[src/timer_access_pkg.sv]
// Shared constants and carriers for the timer debug and count access slice
`default_nettype none
package timer_access_pkg;

    localparam int unsigned ADDR_W = 6;

    // Register offsets
    localparam logic [5:0] OFS_DEBUG_CTRL  = 6'h0E;
    localparam logic [5:0] OFS_BYTE_LATCH  = 6'h0F;
    localparam logic [5:0] OFS_COUNT_LOW   = 6'h20;
    localparam logic [5:0] OFS_COUNT_HIGH  = 6'h21;

    // Field positions
    localparam int unsigned RUN_WHILE_DEBUG_HALTED_BIT = 0;

    // Values after reset
    localparam logic [7:0]  DEBUG_CTRL_RESET = 8'h00;
    localparam logic [7:0]  BYTE_LATCH_RESET = 8'h00;
    localparam logic [15:0] COUNT_RESET      = 16'h0000;
    localparam logic [7:0]  RDATA_RESET      = 8'h00;

    // One peripheral bus access, CPU or debug port
    typedef struct packed {
        logic [5:0] addr;
        logic [7:0] wdata;
        logic       wr;
        logic       rd;
    } bus_req_s;

    // Count update offered by the counting engine
    typedef struct packed {
        logic        valid;
        logic [15:0] value;
    } count_update_s;

endpackage : timer_access_pkg
`default_nettype wire

[src/wide_byte_latch.sv]
// Shared byte latch serving the 16-bit count register of the timer
`timescale 1ns/1ns
`default_nettype none
module wide_byte_latch (
    input  wire logic       mclk,
    input  wire logic       srst,
    input  wire logic       wr_latch,
    input  wire logic       wr_low,
    input  wire logic       rd_low,
    input  wire logic [7:0] wdata,
    input  wire logic [7:0] count_high,
    output logic      [7:0] latch
);

    logic [7:0] next_latch;

    always_comb begin
        next_latch = latch;
        // Low-byte write parks the byte until the high write commits
        if (wr_latch || wr_low) begin
            next_latch = wdata;
        end else if (rd_low) begin
            // Snapshot high byte so the pair reads atomically
            next_latch = count_high;
        end
    end

    always_ff @(posedge mclk) begin
        if (srst) begin
            latch <= timer_access_pkg::BYTE_LATCH_RESET;
        end else begin
            latch <= next_latch;
        end
    end

endmodule : wide_byte_latch
`default_nettype wire

[src/timer_debug_count_access.sv]
// Debug control, shared byte latch and 16-bit count register of the timer
`timescale 1ns/1ns
`default_nettype none
module timer_debug_count_access (
    input  wire logic                           mclk,
    input  wire logic                           srst,
    input  wire timer_access_pkg::bus_req_s      bus_req,
    output logic                          [7:0] rdata,
    input  wire logic                           cpu_debug_halted,
    input  wire timer_access_pkg::count_update_s count_update,
    input  wire logic                           event_in,
    output logic                                timer_run,
    output logic                                event_accepted,
    output logic                          [15:0] count_value
);

    ////////////////////////////////////////////////////////////////////////
    // Address decode

    function automatic logic hit(input logic [5:0] addr, input logic [5:0] ofs);
        hit = (addr == ofs);
    endfunction : hit

    logic       wr_debug;
    logic       wr_latch;
    logic       wr_low;
    logic       wr_high;
    logic       rd_low;
    logic [7:0] latch;
    logic       run_while_debug_halted;

    assign wr_debug = bus_req.wr && hit(bus_req.addr, timer_access_pkg::OFS_DEBUG_CTRL);
    assign wr_latch = bus_req.wr && hit(bus_req.addr, timer_access_pkg::OFS_BYTE_LATCH);
    assign wr_low   = bus_req.wr && hit(bus_req.addr, timer_access_pkg::OFS_COUNT_LOW);
    assign wr_high  = bus_req.wr && hit(bus_req.addr, timer_access_pkg::OFS_COUNT_HIGH);
    assign rd_low   = bus_req.rd && hit(bus_req.addr, timer_access_pkg::OFS_COUNT_LOW);

    ////////////////////////////////////////////////////////////////////////
    // Debug halt gating

    // Halted only when the CPU breaks and the run bit is clear
    assign timer_run      = !cpu_debug_halted || run_while_debug_halted;
    assign event_accepted = event_in && timer_run;

    ////////////////////////////////////////////////////////////////////////
    // Shared byte latch

    wide_byte_latch u_wide_byte_latch (
        .mclk       (mclk),
        .srst       (srst),
        .wr_latch   (wr_latch),
        .wr_low     (wr_low),
        .rd_low     (rd_low),
        .wdata      (bus_req.wdata),
        .count_high (count_value[15:8]),
        .latch      (latch)
    );

    ////////////////////////////////////////////////////////////////////////
    // Register state

    logic        next_run_while_debug_halted;
    logic [15:0] next_count_value;
    logic [7:0]  next_rdata;

    always_comb begin
        next_run_while_debug_halted = run_while_debug_halted;
        next_count_value            = count_value;
        next_rdata                  = timer_access_pkg::RDATA_RESET;
        if (wr_debug) begin
            next_run_while_debug_halted =
                bus_req.wdata[timer_access_pkg::RUN_WHILE_DEBUG_HALTED_BIT];
        end
        // Bus commit first, engine update only while running
        if (wr_high) begin
            next_count_value = {bus_req.wdata, latch};
        end else if (count_update.valid && timer_run) begin
            next_count_value = count_update.value;
        end
        if (bus_req.rd) begin
            unique case (bus_req.addr)
                timer_access_pkg::OFS_DEBUG_CTRL: begin
                    next_rdata = {7'h00, run_while_debug_halted};
                end
                timer_access_pkg::OFS_BYTE_LATCH: begin
                    next_rdata = latch;
                end
                timer_access_pkg::OFS_COUNT_LOW: begin
                    next_rdata = count_value[7:0];
                end
                timer_access_pkg::OFS_COUNT_HIGH: begin
                    next_rdata = latch;
                end
                default: begin
                    next_rdata = timer_access_pkg::RDATA_RESET;
                end
            endcase
        end
    end

    always_ff @(posedge mclk) begin
        if (srst) begin
            run_while_debug_halted <= timer_access_pkg::DEBUG_CTRL_RESET[0];
            count_value            <= timer_access_pkg::COUNT_RESET;
            rdata                  <= timer_access_pkg::RDATA_RESET;
        end else begin
            run_while_debug_halted <= next_run_while_debug_halted;
            count_value            <= next_count_value;
            rdata                  <= next_rdata;
        end
    end
endmodule : timer_debug_count_access
`default_nettype wire

[config.mk]
export PLATFORM = sky130hd
export DESIGN_NAME = timer_debug_count_access
export DESIGN_NICKNAME = d
export VERILOG_FILES = /design/src/timer_access_pkg.sv /design/src/wide_byte_latch.sv /design/src/timer_debug_count_access.sv
export SDC_FILE = /design/constraint.sdc
export NUM_CORES = 1
export LEC_CHECK = 0
export BUFFER_PORTS_ARGS = -buffer_cell sky130_fd_sc_hd__buf_2
export CAP_MARGIN = 30
export CORE_UTILIZATION = 42
export DETAILED_ROUTE_END_ITERATION = 16
export PLACE_DENSITY = 0.71
export SETUP_SLACK_MARGIN = 0.1
export SYNTH_ARGS = -nofsm -noshare
export SYNTH_HDL_FRONTEND = slang
export SYNTH_SLANG_ARGS = --single-unit
export TNS_END_PERCENT = 20
[constraint.sdc]
create_clock -name mclk -period 3.1 [get_ports mclk]
set_clock_uncertainty 0.1 [all_clocks]
set_input_delay 0 -clock mclk [delete_from_list [all_inputs] [get_ports mclk]]
set_output_delay 0 -clock mclk [all_outputs]
set_load 0.01 [all_outputs]
==> flow_summary.yaml, run 1 <==
routing:
  vias: 1597
  drtPass1Iterations: 4
  post_drt_via_cell_ratio: 5.19
  wl_per_cell_um: 13.6
  route.antenna.remaining_nets: 0
  drt_wl_total_mm: 4.19
  drc: 0
  drt_iter0_drc: 65
critical_path:
  start_kind: "flop"
  worstPathMaxFanout: 19
  endpoint_kind: "flop"
  crit_required_ps: 3220
  reg2reg_slack_ps: 780
  path_class: "flop to flop"
  worstPathArrival_ps: 2450
global_route:
  grt_util_met3: 0.0670
  antenna_found_initial: 0
  grt_util_met1: 0.275
  grt_usage: 0.225
  grt_pass1_vias: 1503
  grt_overflow: 0
  busiest_layer: "met2"
  grt_first_pass_wirelength_mm: 7.02
  grt_max_degree: 33
  met2_usage: 0.371
synth:
  yosys_warnings: 0
  synthMuxAreaShare: 0.0564
  ys_seq_area_frac: 0.413
  synth_nets: 210
  synth_top_family_by_area: "compound AO/OA/AOI/OAI gates"
  synthAdderAreaFrac: 0
  synth_area_mm2: 0.00160
  syn-instance-count: 173
  synth_compound_area_frac: 0.241
  postSynthAreaPerCell_um2: 9.24
  synth_flop_cell: "dfxtp_1"
  synth-edff-count: 0
  ys_async_sr_fraction: 0
  ys_types: 29
  synth_xor_area_frac: 0
  ys_ff_latch: 33
  yosys.area_share.simple: 0.236
cts:
  root_buffer: "clkbuf_8"
  clk_pin_slew_ps: 70
  clock_sinks: 33
  cts_resized: 0
  h-tree-depth: 2
  clkLatencyLatePin_ps: 280
  tritoncts: "done"
  clock_path_buffers: 2
  numCtsBuffers: 5
sta:
  period_minus_slack_ps: 2320
  fin_tns_setup_ps: 0
  fin_crit_sh: 0.750
  final_hold_viol_count: 0
  tightest_slew_ps: 675
  worst_slack_ps: 776
  rsz0062_at_grt: "no"
  slew_headroom: 0.550
  setup_viol: 0
  max_freq_ghz: 0.430
  slew_viol_final: 0
placed_design:
  hpwl_mm: 2.62
  pre_cts_slack_ps: 1320
  gp_congestion: 0.815
  portBuffers: 62
layout:
  drive_gt1_frac: 0.338
  nets: 296
  n_antenna_cell: 0
  final_common_cell: "buf_2"
  final_util: 0.621
  areaGrowthSynthToFinish_pct: 42.2
  layout_common_cells: "buf_2, nor2_1, dfxtp_1"
worst_hold_path:
  hold_class: "input pin to flop"
run_status:
  outcome: "finished, final reports clean"
die:
  chipHeight_um: 63.7
  dieArea_mm2: 0.00406
  fp-row-count: 22
  core_mm2: 0.00366
  die_w_um: 63.7
  io_pins: 63
  start_util: 0.436
flow_run:
  drv_cap: 0
pwr:
  p_leak_nw: 0.939
  peakVddDrop_mv: 0.220
  power.density_mw_per_mm2: 386
[final timing paths]
kind	from	endpoint	cells after the start
min reg2reg	count_value[4]	count_value[4]	2
min	count_update[16]	count_value[8]	3
max	run_while_debug_halted	count_value[13]	6
max reg2reg	run_while_debug_halted	count_value[13]	6
[logic make-up (layout without fill, tap and decap cells)]
| family | count (synthesis) | in the layout |
|---|---|---|
| AND/OR/NAND/NOR | 81 | 81 |
| multiplexers | 9 | 9 |
| flip-flops | 33 | 33 |
| AO/OA/AOI/OAI | 35 | 35 |
| buffers and inverters | 15 | 102 |
[worst max-delay path, cell delays in order, from the launching register on]
cell           delay (ps)
dfxtp_1               320
nand2b_1              140
buf_4                 200
nand2_1               460
nand2_1               150
a311oi_2              300
dlygate4sd3_1         600
[sequential cells by signal, summed over array words and instances (netlist names)]
register	flops
count_value	16
u_wide_byte_latch.latch	8
rdata	8
run_while_debug_halted	1
[per-layer routing]
layer	part of all wire	wire length, um	vias up
met2	0.50	2090	49
li1	-	-	810
met1	0.44	1860	733
met3	0.052	217	5
met4	0.0086	36	0
met5	0	0	-
[report_power, final]
group | total [mW] | leakage [nW] | internal, mW | switching (mW)
logic | 0.129 | 0.632 | 0.0679 | 0.0611
clock network | 0.303 | 0.0395 | 0.159 | 0.144
registers | 0.446 | 0.268 | 0.436 | 0.00951
[stage by stage]
step                      instance area [um^2]  std cells  power [mW]  hold slack [ps]
after floorplan                           1600        173       0.508             43.9
after global placement                    1900        271       0.553              178
after detailed placement                  1900        271       0.555              186
after CTS                                 2270        308       0.879             91.7
after global routing                      2270        308       0.916              128
final                                     2270        308       0.878             95.8
[area by class of cell]
cell class | instances | area (um^2)
Clock buffer | 8 | 80.1
Multi-Input combinational cell | 125 | 852
Inverter | 1 | 3.75
Sequential cell | 33 | 661
Tap cell | 48 | 60.1
Timing Repair Buffer | 93 | 616
Fill cell | 319 | 1390
[synth_stat cells (2+ instances only)]
cell	instances	share of area
nor2_1	35	0.082
dfxtp_1	33	0.41
nand2_1	17	0.040
nand3_1	17	0.053
a311oi_2	16	0.15
clkbuf_1	9	0.021
mux2i_1	9	0.056
a211oi_1	8	0.038
a22oi_1	7	0.033
buf_6	2	0.014
nand2b_1	2	0.0078
[what timing repair did]
item,CTS,global route
setup buffers,0,0
endpoints found under the hold margin,25,0
hold buffers,29,0
endpoints found under the setup margin,0,0
Note: power is estimated with default switching activity, not from simulation.
==> inputs of run 2 (changes only) <==
- PLACE_DENSITY: 0.71 -> 0.73
- clock period: 3.1 -> 1.9 ns (I/O delays scaled with it)
==> flow_summary.yaml, run 2 (synthesis results as in run 1) <==
run_status:
  outcome: "finished, final reports clean"
critical_path:
  slowest_stage: "dfxtp_1"
  crit_start: "run_while_debug_halted"
  endpoint_kind: "flop"
  reg2reg_depth: 5
  crit_top_cell: "nand2_1"
  path_class: "flop to flop"
  cpPeakStageDelay_ps: 330
  start_kind: "flop"
  reg2reg_slack_ps: 410
  crit_required_ps: 2000
  path_cells: "nand2b_1 -> nand2_1 -> buf_4 -> nand2_1 -> a311oi_2"
  r2r_end: "count_value[8]"
  timing.rr.start: "run_while_debug_halted"
  worstPathMaxFanout: 9
  worstPathArrival_ps: 1590
global_route:
  grt_first_pass_wirelength_mm: 7.18
  grt_max_degree: 33
  grt_usage: 0.231
  grt_overflow: 0
  antenna_found_initial: 0
  grt_pass1_vias: 1551
sta:
  slew_viol_final: 0
  period_minus_slack_ps: 1490
  fin_crit_sh: 0.786
  max_freq_ghz: 0.670
  fin_tns_setup_ps: 0
  slew_headroom: 0.609
  rsz0062_at_grt: "no"
  tightest_slew_ps: 586
  final_hold_viol_count: 0
  setup_viol: 0
worst_hold_path:
  hold_class: "input pin to flop"
  hp-start: "bus_req[0]"
  hold_path_depth: 4
  holdPathEnd: "rdata[1]"
pwr:
  power_frac_comb: 0.139
  peakVddDrop_mv: 0.450
  power_mw: 1.53
  clockPowerShare: 0.385
  p_int_mw: 1.15
  power_frac_seq: 0.476
  power.density_mw_per_mm2: 657
  p_leak_nw: 0.974
  netSwitchingFraction: 0.247
  switching_power_mw: 0.378
layout:
  final_util: 0.636
  stdcell_area_mm2: 0.00233
  n_antenna_cell: 0
  final_common_cell: "buf_2"
  largest-register: "count_value"
  layout_common_cells: "buf_2, nor2_1, dfxtp_1"
  largest_reg_flops: 16
  drive_gt1_frac: 0.371
  areaGrowthSynthToFinish_pct: 45.7
  reg_top3: "count_value: 16 flops, rdata: 8 flops, u_wide_byte_latch.latch: 8 flops"
  nets: 300
routing:
  wl_per_cell_um: 13.8
  route.antenna.remaining_nets: 0
  drtPass1Iterations: 4
  vias: 1686
  drt_wl_total_mm: 4.32
  drt_iter0_drc: 94
  drc: 0
  post_drt_via_cell_ratio: 5.40
cts:
  cts_resized: 0
  clk_pin_slew_ps: 70
  h-tree-depth: 2
  clkLatencyLatePin_ps: 290
  root_buffer: "clkbuf_8"
  clock_sinks: 33
  tritoncts: "done"
  numCtsBuffers: 5
  clock_path_buffers: 2
die:
  core_mm2: 0.00366
  chipHeight_um: 63.7
  io_pins: 63
  fp-row-count: 22
  die_w_um: 63.7
  dieArea_mm2: 0.00406
  start_util: 0.436
placed_design:
  gp_congestion: 0.781
  hpwl_mm: 2.88
  placed_cell_area_mm2: 0.00197
  portBuffers: 62
flow_run:
  drv_cap: 0
## run 2: changes by cell type in the layout (fill, tap and decap cells not counted), sizes merged
cell	previous run	this run
buf	64	71
clkbuf	8	7
clkinv	0	1
dlygate4sd3	29	26
## run 2: worst max-delay path, delay by kind of cell (launching register included)
family / cells / cell delay [ps]
AOI/OAI and AO/OA: 1 / 260
buffers and inverters: 1 / 230
DFF: 1 / 330
and+or+nand+nor: 3 / 480
## run 2: layout make-up
cell class                 count  area [um^2]
clock inverter                 1         5.00
clock buffer                   7         96.3
timing repair buffer          97          651
fill                         324         1330
multi-input combinational    125          852
inverter                       1         3.75
tap                           48         60.1
sequential                    33          661
## run 2: timing repair
item | 4_1_cts | 5_1_grt
hold buffers | 26 | 0
hold endpoints to repair | 25 | 0
setup endpoints to repair | 0 | 0
buffers inserted | 0 | 0
## run 2: worst max-delay path by stage
stage | end | cells past startpoint
floorplan | count_value[0] | 6
global placement | count_value[0] | 6
detailed placement | count_value[11] | 6
CTS | count_value[8] | 5
global route | count_value[11] | 5
finish | count_value[8] | 5
## run 2: power by group through the flow
stage / registers, mW / logic [mW] / clock network, mW
finish: 0.727 / 0.213 / 0.589
CTS: 0.727 / 0.211 / 0.599
detailed placement: 0.743 / 0.171 / 0
global route: 0.729 / 0.232 / 0.632
global placement: 0.743 / 0.169 / 0
floorplan: 0.747 / 0.0807 / 0
## run 2: metal layers
layer,global-route usage,routed length (um),vias up
met1,0.274,1820,789
met2,0.380,2120,69
met5,0,0,-
li1,-,-,818
met4,0.102,78,0
met3,0.0688,295,10
## run 2: through the flow
| stage | instances | worst slack, ps | hold slack (ps) |
|---|---|---|---|
| floorplan | 173 | 297 | 43.9 |
| global placement | 278 | 216 | 185 |
| detailed placement | 278 | 187 | 194 |
| CTS | 312 | 410 | 37.7 |
| global route | 312 | 277 | 83.4 |
| finish | 312 | 407 | 43.3 |
